==> config.mk <==
export PLATFORM = sky130hd
export DESIGN_NAME = eil_top
export DESIGN_NICKNAME = d
export VERILOG_FILES = /design/src/inc/eil_pkg.sv /design/src/inc/eil_if.sv /design/src/design/eil_sync.sv /design/src/design/eil_top.sv
export SDC_FILE = /design/constraint.sdc
export NUM_CORES = 1
export LEC_CHECK = 0
export ABC_AREA = 1
export BUFFER_PORTS_ARGS = -buffer_cell sky130_fd_sc_hd__buf_2
export CAP_MARGIN = 40
export CORE_AREA = 2 2 39 41
export DETAILED_ROUTE_END_ITERATION = 6
export DIE_AREA = 0 0 41 43
export HOLD_SLACK_MARGIN = 0.03
export PLACE_DENSITY = 0.52
export SYNTH_ARGS = -nofsm -noshare
export SYNTH_HDL_FRONTEND = slang
export SYNTH_SLANG_ARGS = --single-unit
==> constraint.sdc <==
create_clock -name clock -period 1.1 [get_ports clock]
set_clock_uncertainty 0.1 [all_clocks]
set_input_delay 0.22 -clock clock [delete_from_list [all_inputs] [get_ports clock]]
set_output_delay 0.22 -clock clock [all_outputs]
set_load 0.005 [all_outputs]
==> src/inc/eil_pkg.sv <==
package eil_pkg;

    // Field positions inside the control and status word
    localparam int unsigned SENSE_BIT   = 0;
    localparam int unsigned MASK_BIT    = 1;
    localparam int unsigned ACK_BIT     = 2;
    localparam int unsigned PENDING_BIT = 3;
    localparam int unsigned STATUS_W    = 8;

    // Reset values of the control state
    localparam logic LATCH_RST    = 1'h0;
    localparam logic MASK_RST     = 1'h0;
    localparam logic SENSE_RST    = 1'h0;
    localparam logic ACK_HELD_RST = 1'h0;
    // The pin idles high, so the synchroniser starts high
    localparam logic PIN_IDLE     = 1'h1;

    // Number of flip-flops between the pin and any logic
    localparam int unsigned SYNC_STAGES = 2;

    // Trigger sensitivity of the external pin
    typedef enum logic
    {
        EIL_EDGE_ONLY  = 1'h0,
        EIL_EDGE_LEVEL = 1'h1
    } eil_sense_e;

endpackage : eil_pkg

==> src/inc/eil_if.sv <==
`timescale 1ns/1ps

// Synchronised pin level and edge from the pin front end to the latch
interface eil_if;
    logic pin_level;
    logic fall_edge;

    modport src
    (
        output pin_level,
        output fall_edge
    );

    modport dst
    (
        input pin_level,
        input fall_edge
    );
endinterface : eil_if

==> src/design/eil_sync.sv <==
`timescale 1ns/1ps

// Pin front end: two-flop synchroniser plus a history flop
module eil_sync
#(
    parameter int unsigned STAGES = eil_pkg::SYNC_STAGES
)
(
    input  wire logic clock,
    input  wire logic rstn,
    input  wire logic pin_n,
    eil_if.src        edge_out
);

    logic [STAGES-1:0] sync_reg;
    logic              prev_reg;

    // Stage 0 feeds only stage 1; logic reads the last stage
    always_ff @(posedge clock or negedge rstn)
    begin
        if (!rstn)
        begin
            sync_reg <= {STAGES{eil_pkg::PIN_IDLE}};
            prev_reg <= eil_pkg::PIN_IDLE;
        end
        else
        begin
            sync_reg <= {sync_reg[STAGES-2:0], pin_n};
            prev_reg <= sync_reg[STAGES-1];
        end
    end

    // Falling edge: previous sample high, current low
    assign edge_out.pin_level = sync_reg[STAGES-1];
    assign edge_out.fall_edge = prev_reg & ~sync_reg[STAGES-1];

endmodule : eil_sync

==> src/design/eil_top.sv <==
`timescale 1ns/1ps

// Summary of operation
// - A falling edge on the interrupt pin sets the latch and raises a request.
// - A vector fetch for this interrupt gives an acknowledge that clears the latch.
// - Writing one to the acknowledge bit acts exactly like a vector fetch.
// - Any reset clears the interrupt latch unconditionally.
// - Sense select picks edge-only or edge plus low level; edge-only after reset.
// - Edge-only mode: latch holds until acknowledge or reset, whatever the pin does.
// - Edge plus level: latch clears only after acknowledge and pin back high.
// - Edge plus level: acknowledge and pin rise in either order; early acknowledge kept.
// - Edge plus level: request stays pending while the pin is held low.
// - Reset clears latch and sense select even while the pin stays low.
// - Mask bit set withholds the latched request from the priority logic.
// - Pending flag shows the latch state regardless of the mask bit.
// - Acknowledge bit is write-only and always reads zero.
module eil_top
(
    input  wire logic                            clock,
    input  wire logic                            rstn,
    input  wire logic                            irq_pin_n,
    input  wire logic                            vector_fetch,
    input  wire logic                            cfg_write,
    input  wire logic                            cfg_ack_wdata,
    input  wire logic                            cfg_mask_wdata,
    input  wire logic                            cfg_level_wdata,
    output logic                                 ext_int_request,
    output logic                                 ext_int_pending_flag,
    output logic                                 ext_int_mask,
    output logic                                 level_sense_select,
    output logic                                 pin_level,
    output logic [eil_pkg::STATUS_W-1:0]         ext_int_ctrl_status
);

    // Control and latch state flip-flops, cleared by the system reset, each with its combinational next value
    logic                latch_reg;
    logic                latch_next;
    logic                ack_held_reg;
    logic                ack_held_next;
    logic                mask_reg;
    logic                mask_next;
    eil_pkg::eil_sense_e sense_reg;
    eil_pkg::eil_sense_e sense_next;

    // Decoded events of the current cycle
    logic                sw_ack;
    logic                ack_any;
    logic                ack_pending;
    logic                level_mode;
    logic                pin_high;
    logic                fresh_edge;
    logic                level_hold;
    logic                level_release;
    logic                edge_release;
    logic                latch_release;

    // Packed control and status word
    logic [eil_pkg::STATUS_W-1:0] status_word;

    // Synchronised pin level and edge, shared with the latch logic
    eil_if edge_bus ();

    // Pin front end; the raw pin goes nowhere else, so no logic sees a
    // metastable level straight off the pad
    // Limitation: no glitch filter, a clean pulse of two clocks is needed
    // for the edge to be seen reliably
    eil_sync
    #(
        .STAGES (eil_pkg::SYNC_STAGES)
    )
    i_eil_sync
    (
        .clock    (clock),
        .rstn     (rstn),
        .pin_n    (irq_pin_n),
        .edge_out (edge_bus.src)
    );

    // Local copies of the front-end outputs keep the decode lines short
    assign pin_high   = edge_bus.pin_level;
    assign fresh_edge = edge_bus.fall_edge;

    // Level-mode release test, shared by the latch and its assertion:
    // an acknowledge now or one remembered, and the pin back high
    function automatic logic level_clear_ok
    (
        input logic ack_now,
        input logic ack_kept,
        input logic pin_is_high
    );
        return (ack_now | ack_kept) & pin_is_high;
    endfunction : level_clear_ok

    // Both acknowledge sources merge here; a software write is treated
    // exactly like a vector fetch, so the two can never disagree
    assign sw_ack      = cfg_write & cfg_ack_wdata;
    assign ack_any     = vector_fetch | sw_ack;
    assign ack_pending = ack_any | ack_held_reg;

    // Sensitivity decode
    assign level_mode = (sense_reg == eil_pkg::EIL_EDGE_LEVEL);

    // Release terms per mode. Edge-only mode ignores the pin entirely;
    // level mode waits for both the acknowledge and the pin going high
    assign edge_release  = ~level_mode & ack_any;
    assign level_release = level_mode & level_clear_ok(ack_any, ack_held_reg, pin_high);
    assign latch_release = edge_release | level_release;

    // A low pin in level mode keeps the request alive
    assign level_hold = level_mode & ~pin_high;

    // Set terms win over release, so an edge meeting an acknowledge in
    // the same cycle is never lost
    assign latch_next = fresh_edge | level_hold | (latch_reg & ~latch_release);

    // An early acknowledge in level mode is remembered until the pin
    // rises; a fresh edge starts a new request and forgets it
    assign ack_held_next = level_mode & latch_reg & ~fresh_edge
                         & ~pin_high & ack_pending;

    // Mask and sense select load on every control write
    assign mask_next  = cfg_write ? cfg_mask_wdata : mask_reg;
    assign sense_next = cfg_write ? eil_pkg::eil_sense_e'(cfg_level_wdata) : sense_reg;

    // Latch flip-flops; reset clears them whatever the pin does
    always_ff @(posedge clock or negedge rstn)
    begin
        if (!rstn)
        begin
            latch_reg    <= eil_pkg::LATCH_RST;
            ack_held_reg <= eil_pkg::ACK_HELD_RST;
        end
        else
        begin
            latch_reg    <= latch_next;
            ack_held_reg <= ack_held_next;
        end
    end

    // Control bits; sense select comes back as edge-only
    always_ff @(posedge clock or negedge rstn)
    begin
        if (!rstn)
        begin
            mask_reg  <= eil_pkg::MASK_RST;
            sense_reg <= eil_pkg::eil_sense_e'(eil_pkg::SENSE_RST);
        end
        else
        begin
            mask_reg  <= mask_next;
            sense_reg <= sense_next;
        end
    end

    // Request to the priority logic is withheld while masked; the
    // pending flag ignores the mask so polling software still sees it
    assign ext_int_request      = latch_reg & ~mask_reg;
    assign ext_int_pending_flag = latch_reg;
    assign ext_int_mask         = mask_reg;
    assign level_sense_select   = level_mode;
    assign pin_level            = pin_high;

    // Status word packing; the acknowledge bit has no storage behind it
    always_comb
    begin
        status_word                       = {eil_pkg::STATUS_W{1'h0}};
        status_word[eil_pkg::SENSE_BIT]   = level_mode;
        status_word[eil_pkg::MASK_BIT]    = mask_reg;
        status_word[eil_pkg::ACK_BIT]     = 1'h0;
        status_word[eil_pkg::PENDING_BIT] = latch_reg;
    end

    assign ext_int_ctrl_status = status_word;
endmodule : eil_top

==> summary.md, run 1 <==
| Metric | Value |
|---|---|
| Outcome | finished, violations left |
| Violations in the final reports | setup timing |
| Time the worst path needs with I/O delays and setup | 1181 ps |
| Wire length on met1 | 250 um |
| Area of the die | 1763 sq um |
| Fin. max-slew vios | 0 |
| Post-DRT Antenna Nets | 0 |
| Slowest cell delay on critical path | 520 ps |
| Sequential cell area fraction in the yosys report | 54.37% |
| # Max-Cap Violations | 0 |
| Cell area power density | 1365 nW/um^2 |
| Routed wire length per instance | 7.685 um |
| Path type of the worst setup path | reg2out |
| Data arrival time of the worst path | 860 ps |
| Path category of the worst min-delay check | in2reg |
| Number of buffers and inverters on the critical path | 1 |
| Synthesized instance count | 37 |
| Share of cells above drive strength 1 | 43.86% |
| Area share of xor/xnor cells in the synthesized design | 0% |
| Critical Path, Cell by Cell | buf_2 |
| Cell type of the slowest stage on the worst timing path | sky130_fd_sc_hd__dfstp_2 |
| Insertion delay of the later-clocked pin in the worst-skew pair | 240 ps |
| Maximum clock insertion buffer count | 2 |
| Wire length of the first global-routing pass | 938 um |
| Boundary Pins | 21 |
| Leakage power | 0.2559 nW |
| Number of antenna violations at the first check in global routing | 0 |
| Sort of element at the start of the critical path | register |
| Post-Synth Simple-Gate Area | 13.69% |
| Number of standard-cell rows in the floorplan | 14 |
| First-pass iteration count of the detailed router | 1 |
| Std-Cell Core Area | 1384 sq um |
| Clk sinks | 7 |
| Unique masters post-synth | 10 |
| Achievable frequency | 0.8466 GHz |
| Final net count | 66 |
| Placed Instance Area | 379.1 sq um |
| Remaining design rule violation count | 0 |
| Final worst path period share | 107.4% |
| Total placed cells including tap cells | 64 |
| Worst Path Required | 780 ps |
| Max FO, Critical Path | 2 |
| Inserted Clock Buffers | 3 |
| Post-route standard cell area excluding fillers | 447.9 sq um |
| Die span in y | 43 um |
| Overall track demand over capacity in global routing | 8.308% |
| Post-synthesis register bit count | 7 |
| Routed met2 length | 267 um |
| Final GP Congestion | 0.6613 |
| Number of port buffers | 15 |
| Number of DRC violations after detailed-routing iteration 0 | 0 |
| Number of warnings reported in the yosys synthesis log | 0 |
| Mean instance size in the synthesized netlist | 8.894 sq um |
| Minimum setup slack among reg-to-reg paths | 110 ps |
| Setup crit end kind | output port |
| Post-CTS clock slew at the launch and capture registers of the worst setup and hold paths | 50 ps |
| Via density per instance | 3.534 |
| Antenna diodes | 0 |
| Final Instance Count excl. Fillers | 73 |
| Detailed Place HPWL | 433.4 um |
| Layout Area Growth over Synthesis | 36.12% |
| Share of Yosys cell area claimed by the top area cell type | 30.42% |
| Worst IR Drop VDD | 468.3 uV |
| Total congestion overflow | 0 |
| Count of vias placed by the detailed router | 258 |
| Via count of the first global-routing pass | 257 |
| Highest routing layer actually used | met3 |
| Multiplexer share of the synthesized area | 0% |
| Arithmetic-cell share of the synthesized area counting full adders, half adders and majority gates | 0% |
| Flip-flop count of the largest register after layout | 2 |
| Share of the synthesized area in compound gates (AO/OA/AOI/OAI) | 6.844% |
| Final setup margin | -81.15 ps |
| Routed wire length | 561 um |
| Number of failing setup endpoints in the final timing report | 2 |
| Final hold violations | 0 |
| Main combinational cell family by area after synthesis | buffers and inverters |
| Starting density of the core | 23.78% |
| Wire length on met3 | 43 um |
| Kind of cell adding the most delay to the critical path | flip-flops |
| Worst hold-check slack | 82.03 ps |
| CTS Root Cell | sky130_fd_sc_hd__clkbuf_4 |
| H-tree levels | 1 |
| Top post-synthesis cells by area | sky130_fd_sc_hd__dfrtp_1 (30%), sky130_fd_sc_hd__dfstp_2 (24%), sky130_fd_sc_hd__buf_4 (18%) |
| Accumulated negative setup slack | -161.5 ps |
| Total standard cell area after synthesis | 329.1 sq um |
| Clock tree from TritonCTS | yes |
| RSZ-0062 raised after global routing | true |
| Pin count of the biggest net entering global routing | 8 |
| Die width | 41 um |
| Cell type with the largest total area after synthesis | sky130_fd_sc_hd__dfrtp_1 |
==> final timing paths <==
| path | depth (start not counted) | to | start |
|---|---|---|---|
| worst min-delay path | 3 | level_sense_select$_DFFE_PN0P_ | cfg_level_wdata |
| max in group asynchronous | 2 | i_eil_sync.sync_reg[0]$_DFF_PN1_ | rstn |
| worst min register to register | 0 | i_eil_sync.sync_reg[1]$_DFF_PN1_ | i_eil_sync.sync_reg[0]$_DFF_PN1_ |
| min in group asynchronous | 2 | ext_int_pending_flag$_DFF_PN0_ | rstn |
| worst max register to register | 3 | ext_int_pending_flag$_DFF_PN0_ | i_eil_sync.sync_reg[1]$_DFF_PN1_ |
| worst max-delay path | 1 | pin_level | i_eil_sync.sync_reg[1]$_DFF_PN1_ |
==> what timing repair did <==
| item | in CTS | in global routing |
|---|---|---|
| setup endpoints to repair | 6 | 8 |
| buffers inserted | 3 | 0 |
| resized for setup | 1 | 0 |
| hold endpoints to repair | 8 | 0 |
| hold buffers | 2 | 0 |
| pin swaps | 0 | 0 |
==> cell usage after synthesis <==
cell type,number
sky130_fd_sc_hd__dfstp_2,3
sky130_fd_sc_hd__nor2_1,5
sky130_fd_sc_hd__inv_1,5
sky130_fd_sc_hd__nand2_1,7
sky130_fd_sc_hd__a21oi_1,1
sky130_fd_sc_hd__conb_1,1
sky130_fd_sc_hd__dfrtp_1,4
sky130_fd_sc_hd__o21bai_1,1
sky130_fd_sc_hd__buf_4,8
sky130_fd_sc_hd__o21ai_0,2
==> worst register-to-register path, stage by stage (launching register included) <==
cell and delay [ps]:
sky130_fd_sc_hd__dfstp_2 520, sky130_fd_sc_hd__buf_4 100, sky130_fd_sc_hd__o21bai_1 90, sky130_fd_sc_hd__nand2_1 60
==> metrics by stage <==
step | utilization (%) | setup WS [ps] | power [mW]
2_1_floorplan | - | 196.9 | 0.3541
3_3_place_gp | 27.40 | 141.0 | 0.3761
3_5_place_dp | 27.40 | 142.2 | 0.3762
4_1_cts | 32.37 | -106.7 | 0.6317
5_1_grt | 32.37 | -157.9 | 0.6641
6_report | 32.37 | -81.15 | 0.6114
==> power by group <==
part / leakage [nW] / internal [mW] / switching [mW] / total [mW]
clock: 0.0150 / 0.138 / 0.0840 / 0.222
combinational: 0.159 / 0.0519 / 0.0463 / 0.0982
sequential: 0.0815 / 0.280 / 0.0119 / 0.291
total: 0.256 / 0.469 / 0.142 / 0.611
==> cell type report <==
| class | count | area [sq um] |
|---|---|---|
| fillers | 162 | 935.9 |
| well taps | 16 | 20.02 |
| multi-input cells | 21 | 86.33 |
| inverters | 5 | 18.77 |
| repair buffers | 20 | 117.6 |
| flip-flops and latches | 7 | 178.9 |
| clock buffers | 4 | 26.28 |
==> cells by family (layout without fill, tap and decap cells) <==
kind of cell           Yosys count  in the layout
flip-flops                       7              7
AO/OA/AOI/OAI                    4              4
buffers and inverters           13             29
other                            1              5
AND/OR/NAND/NOR                 12             12
==> cell usage in the layout, fill, tap and decap left out, types with 2 or more instances in the layout <==
| master | instances |
|---|---|
| sky130_fd_sc_hd__dfrtp_1 | 4 |
| sky130_fd_sc_hd__o21ai_0 | 2 |
| sky130_fd_sc_hd__dfstp_2 | 3 |
| sky130_fd_sc_hd__inv_1 | 4 |
| sky130_fd_sc_hd__conb_1 | 5 |
| sky130_fd_sc_hd__buf_4 | 3 |
| sky130_fd_sc_hd__dlygate4sd3_1 | 2 |
| sky130_fd_sc_hd__nor2_1 | 5 |
| sky130_fd_sc_hd__clkbuf_4 | 3 |
| sky130_fd_sc_hd__nand2_1 | 7 |
| sky130_fd_sc_hd__buf_2 | 15 |
==> layer usage <==
metal | vias up | GRT usage, %
met1 | 109 | 10.60
met2 | 12 | 10.94
met3 | 0 | 3.141
met4 | 0 | 6.000
met5 | - | 0
li1 | 137 | -
Power figures use the tool's default switching activity.
==> run 2, diff against run 1 <==
PLACE_DENSITY = 0.54   (was 0.52)
clock period = 1 ns   (was 1.1 ns; I/O delays follow)
==> summary.md, run 2 (same netlist as run 1, synthesis figures left out) <==
| Metric | Value |
|---|---|
| Time the worst path needs with I/O delays and setup | 1179 ps |
| Cell depth of the worst hold path | 3 |
| Clock tree from TritonCTS | yes |
| Number of buffers and inverters on the critical path | 1 |
| Final GP Congestion | 0.6637 |
| RSZ-0062 raised after global routing | true |
| Cell type of the slowest stage on the worst timing path | sky130_fd_sc_hd__dfstp_2 |
| Kind of cell adding the most delay to the critical path | flip-flops |
| Top library cells by usage in the layout, fill and taps aside | sky130_fd_sc_hd__buf_2 (15), sky130_fd_sc_hd__nand2_1 (7), sky130_fd_sc_hd__nor2_1 (5), sky130_fd_sc_hd__conb_1 (5), sky130_fd_sc_hd__dfrtp_1 (4) |
| Via count of the first global-routing pass | 256 |
| CTS Root Cell | sky130_fd_sc_hd__clkbuf_4 |
| Minimum setup slack among reg-to-reg paths | 10 ps |
| Clock power share | 36.2% |
| Worst slack at placement | 63.05 ps |
| Number of antenna violations at the first check in global routing | 0 |
| Count of vias placed by the detailed router | 264 |
| Pin count of the biggest net entering global routing | 8 |
| Fraction of power consumed by combinational cells | 16.6% |
| Sort of element at the start of the critical path | register |
| Number of failing setup endpoints in the final timing report | 8 |
| Endpoint of the lowest-slack register-to-register path | ext_int_pending_flag$_DFF_PN0_ |
| Path type of the worst setup path | reg2out |
| Starting density of the core | 23.78% |
| Highest routing layer actually used | met3 |
| Critical Path, Cell by Cell | buf_2 |
| Hold Path Origin | cfg_level_wdata |
| Final worst path period share | 117.9% |
| Number of port buffers | 15 |
| Area of the die | 1763 sq um |
| Final setup margin | -179.4 ps |
| Via density per instance | 3.616 |
| Total congestion overflow | 0 |
| # Max-Cap Violations | 0 |
| Worst-case reg-to-reg path depth | 3 |
| Post-CTS clock slew at the launch and capture registers of the worst setup and hold paths | 50 ps |
| Setup crit end kind | output port |
| Insertion delay of the later-clocked pin in the worst-skew pair | 240 ps |
| First-pass iteration count of the detailed router | 1 |
| Net Sw Frac | 23.71% |
| Internal Dissipation | 0.5199 mW |
| Leading cell type in the layout, fill and taps excluded | sky130_fd_sc_hd__buf_2 |
| Boundary Pins | 21 |
| Worst hold path endpoint | level_sense_select$_DFFE_PN0P_ |
| Max FO, Critical Path | 2 |
| Remaining design rule violation count | 0 |
| Accumulated negative setup slack | -789.6 ps |
| Violations in the final reports | setup timing |
| Post-DRT Antenna Nets | 0 |
| Final hold violations | 0 |
| Maximum clock insertion buffer count | 2 |
| Number of standard-cell rows in the floorplan | 14 |
| Data arrival time of the worst path | 880 ps |
| Die width | 41 um |
| Routed met2 length | 314 um |
| Outcome | finished, violations left |
| Number of DRC violations after detailed-routing iteration 0 | 0 |
| Wire length of the first global-routing pass | 959 um |
| Overall track demand over capacity in global routing | 8.621% |
| Layout Area Growth over Synthesis | 38.40% |
| P_sw | 0.1616 mW |
| Die span in y | 43 um |
| Wire length on met3 | 39 um |
| Count of fill cells added during filler insertion | 153 |
| Routed wire length per instance | 8.068 um |
| Clk sinks | 7 |
| Path category of the worst min-delay check | in2reg |
| Worst IR Drop VDD | 616.6 uV |
| Portion of total power attributed to sequential cells | 47.2% |
| Share of cells above drive strength 1 | 45.61% |
| Inserted Clock Buffers | 3 |
| Worst Path Required | 700 ps |
| Std-Cell Core Area | 1384 sq um |
| Leakage power | 0.2583 nW |
| Total number of cells along the worst setup path | 1 |
| Cell area power density | 1496 nW/um^2 |
| Slowest cell delay on critical path | 530 ps |
| Achievable frequency | 0.8479 GHz |
| Routed wire length | 589 um |
| Wire length on met1 | 235 um |
| Fin. max-slew vios | 0 |
| Worst r2r src | i_eil_sync.sync_reg[1]$_DFF_PN1_ |
| Flip-flop count of the largest register after layout | 2 |
| Antenna diodes | 0 |
| H-tree levels | 1 |
| Final net count | 66 |
run 2: how the worst max path moves through the flow:
stage / slack [ps] / from / end
6_report: -180 / i_eil_sync.sync_reg[1]$_DFF_PN1_ / pin_level
5_1_grt: -240 / ext_int_pending_flag$_DFF_PN0_ / ext_int_request
4_1_cts: -180 / ext_int_pending_flag$_DFF_PN0_ / ext_int_request
3_5_place_dp: 60 / i_eil_sync.sync_reg[1]$_DFF_PN1_ / pin_level
3_3_place_gp: 60 / i_eil_sync.sync_reg[1]$_DFF_PN1_ / pin_level
2_1_floorplan: 100 / i_eil_sync.sync_reg[1]$_DFF_PN1_ / ext_int_pending_flag$_DFF_PN0_
run 2: per-layer routing:
| layer | up-vias | GRT usage (%) |
|---|---|---|
| met4 | 0 | 8.000 |
| met5 | - | 0 |
| met1 | 116 | 9.635 |
| li1 | 136 | - |
| met3 | 0 | 3.141 |
| met2 | 12 | 11.88 |
run 2: final cells by class:
type	count	area, sq um	share of cell area, %
Sequential cell	7	178.9	39.29
Multi-Input combinational cell	21	86.33	18.96
Inverter	5	18.77	4.121
Tap cell	16	20.02	4.396
Timing Repair Buffer	20	125.1	27.47
Clock buffer	4	26.28	5.769
run 2: metrics by stage:
stage / instances / hold WS [ps] / power [mW] / utilization (%) / area (sq um)
after global placement: 64 / -58.97 / 0.4140 / 27.40 / 379.1
after detailed placement: 64 / -62.30 / 0.4138 / 27.40 / 379.1
after global routing: 73 / 60.67 / 0.7442 / 32.91 / 455.4
after floorplan: 41 / -195.6 / 0.3896 / - / 344.1
final: 73 / 61.46 / 0.6815 / 32.91 / 455.4
after CTS: 73 / 54.87 / 0.6936 / 32.37 / 447.9
run 2: what timing repair did:
action,CTS,global route
endpoints found under the setup margin,8,10
hold buffers,2,0
buffers inserted,3,0
resized for setup,1,3
pin swaps,0,3
endpoints found under the hold margin,8,0
run 2: power by group through the flow:
stage	registers (mW)	logic, mW	clock network (mW)
2_1_floorplan	0.326	0.0632	0
3_3_place_gp	0.326	0.0881	0
4_1_cts	0.320	0.110	0.263
6_report	0.322	0.113	0.247
5_1_grt	0.325	0.132	0.287
3_5_place_dp	0.327	0.0866	0
==> run 3, diff against run 2 <==
BUFFER_PORTS_ARGS = unset   (was -buffer_cell sky130_fd_sc_hd__buf_2)
DONT_BUFFER_PORTS = 1   (was unset)
PLACE_DENSITY = 0.39   (was 0.54)
clock period = 1.4 ns   (was 1 ns; I/O delays follow)
==> summary.md, run 3 (same netlist as run 1, synthesis figures left out) <==
| Metric | Value |
|---|---|
| Outcome | finished clean |
| Path type of the worst setup path | reg2out |
| Top library cells by usage in the layout, fill and taps aside | sky130_fd_sc_hd__nand2_1 (7), sky130_fd_sc_hd__inv_1 (5), sky130_fd_sc_hd__nor2_1 (5), sky130_fd_sc_hd__conb_1 (5), sky130_fd_sc_hd__dfrtp_1 (4) |
| Insertion delay of the later-clocked pin in the worst-skew pair | 250 ps |
| Time the worst path needs with I/O delays and setup | 1233 ps |
| Count of vias placed by the detailed router | 209 |
| Sort of element at the start of the critical path | register |
| Cell type of the slowest stage on the worst timing path | sky130_fd_sc_hd__dfrtp_1 |
| Final worst path period share | 88.10% |
| # Max-Cap Violations | 0 |
| Post-CTS clock slew at the launch and capture registers of the worst setup and hold paths | 50 ps |
| Max FO, Critical Path | 3 |
| Number of antenna violations at the first check in global routing | 0 |
| Remaining design rule violation count | 0 |
| Via count of the first global-routing pass | 195 |
| Setup crit end kind | output port |
| Leading cell type in the layout, fill and taps excluded | sky130_fd_sc_hd__nand2_1 |
| Flip-flop count of the largest register after layout | 2 |
| Post-cts resize count | 0 |
| Number of post-CTS setup repair buffers | 0 |
| Routed wire length | 534 um |
| Critical Path, Cell by Cell | inv_1 -> nor2_1 |
| Data arrival time of the worst path | 850 ps |
| Final net count | 49 |
| Antenna diodes | 0 |
| Share of cells above drive strength 1 | 15.00% |
| Path category of the worst min-delay check | in2reg |
| Via density per instance | 3.732 |
| Post-CTS Hold Buffers | 3 |
| Number of standard-cell rows in the floorplan | 14 |
| Maximum clock insertion buffer count | 2 |
| Slowest cell delay on critical path | 390 ps |
| Placed Instance Area | 304.0 sq um |
| Leakage power | 0.1851 nW |
| Cell area power density | 1251 nW/um^2 |
| Boundary Pins | 21 |
| Number of buffers and inverters on the critical path | 1 |
| Die span in y | 43 um |
| Std-Cell Core Area | 1384 sq um |
| Post-DRT Antenna Nets | 0 |
| Number of port buffers | 0 |
| Clk sinks | 7 |
| Total congestion overflow | 0 |
| Wire length of the first global-routing pass | 903 um |
| Post-route standard cell area excluding fillers | 360.3 sq um |
| Inserted Clock Buffers | 3 |
| Kind of cell adding the most delay to the critical path | flip-flops |
| Layout Area Growth over Synthesis | 9.506% |
| Clock tree from TritonCTS | yes |
| Die width | 41 um |
| Pin count of the biggest net entering global routing | 8 |
| Worst IR Drop VDD | 539.5 uV |
| Number of failing setup endpoints in the final timing report | 0 |
| H-tree levels | 1 |
| Routed wire length per instance | 9.536 um |
| Overall track demand over capacity in global routing | 8.418% |
| Accumulated negative setup slack | 0 ps |
| RSZ-0062 raised after global routing | false |
| Number of DRC violations after detailed-routing iteration 0 | 3 |
| First-pass iteration count of the detailed router | 2 |
| Area of the die | 1763 sq um |
| Worst Path Required | 1020 ps |
| Final GP Congestion | 0.6167 |
| Achievable frequency | 0.8108 GHz |
| CTS Root Cell | sky130_fd_sc_hd__clkbuf_4 |
| Final hold violations | 0 |
| Fin. max-slew vios | 0 |
| Starting density of the core | 23.78% |
[run 3: power by group]
group	switching, mW	internal [mW]
Combinational	0.0208	0.0146
Clock	0.0717	0.109
Sequential	0.0154	0.220
Total	0.108	0.343
[run 3: final timing paths]
path / start / end / slack [ps] / depth (start not counted)
min reg2reg: i_eil_sync.sync_reg[0]$_DFF_PN1_ / i_eil_sync.sync_reg[1]$_DFF_PN1_ / 250 / 0
max: ext_int_pending_flag$_DFF_PN0_ / ext_int_request / 170 / 2
min: cfg_write / ext_int_mask$_DFFE_PN0P_ / 50 / 2
max reg2reg: i_eil_sync.sync_reg[1]$_DFF_PN1_ / ext_int_pending_flag$_DFF_PN0_ / 460 / 2
min in group asynchronous: rstn / ack_held_reg$_DFF_PN0_ / 260 / 1
max in group asynchronous: rstn / i_eil_sync.sync_reg[0]$_DFF_PN1_ / 640 / 1
[run 3: cell type report]
cell class / instances / area, sq um
fillers: 159 / 1023
flip-flops and latches: 7 / 178.9
multi-input cells: 21 / 86.33
repair buffers: 3 / 30.03
clock buffers: 4 / 26.28
well taps: 16 / 20.02
inverters: 5 / 18.77
[run 3: stage by stage]
stage               utilization, %  power, mW  worst slack, ps  std cells  hold WS, ps
global placement             21.97     0.2639            411.3         49       -115.2
finish                       26.04     0.4507            166.7         56        53.30
detailed placement           21.97     0.2646            416.3         49       -115.3
CTS                          26.04     0.4652            133.2         56        44.93
global route                 26.04     0.4907            55.30         56        64.58
floorplan                        -     0.2783            479.4         41       -115.6
[run 3: metal layers]
metal / vias to the layer above / wire length (um) / share of wire, % / track usage [%]
met5: - / 0 / 0 / 0
met1: 92 / 203 / 38 / 9.635
met2: 14 / 265 / 50 / 10.31
met4: 0 / 0 / 0 / 2.000
met3: 0 / 66 / 12 / 9.424
li1: 103 / - / - / -
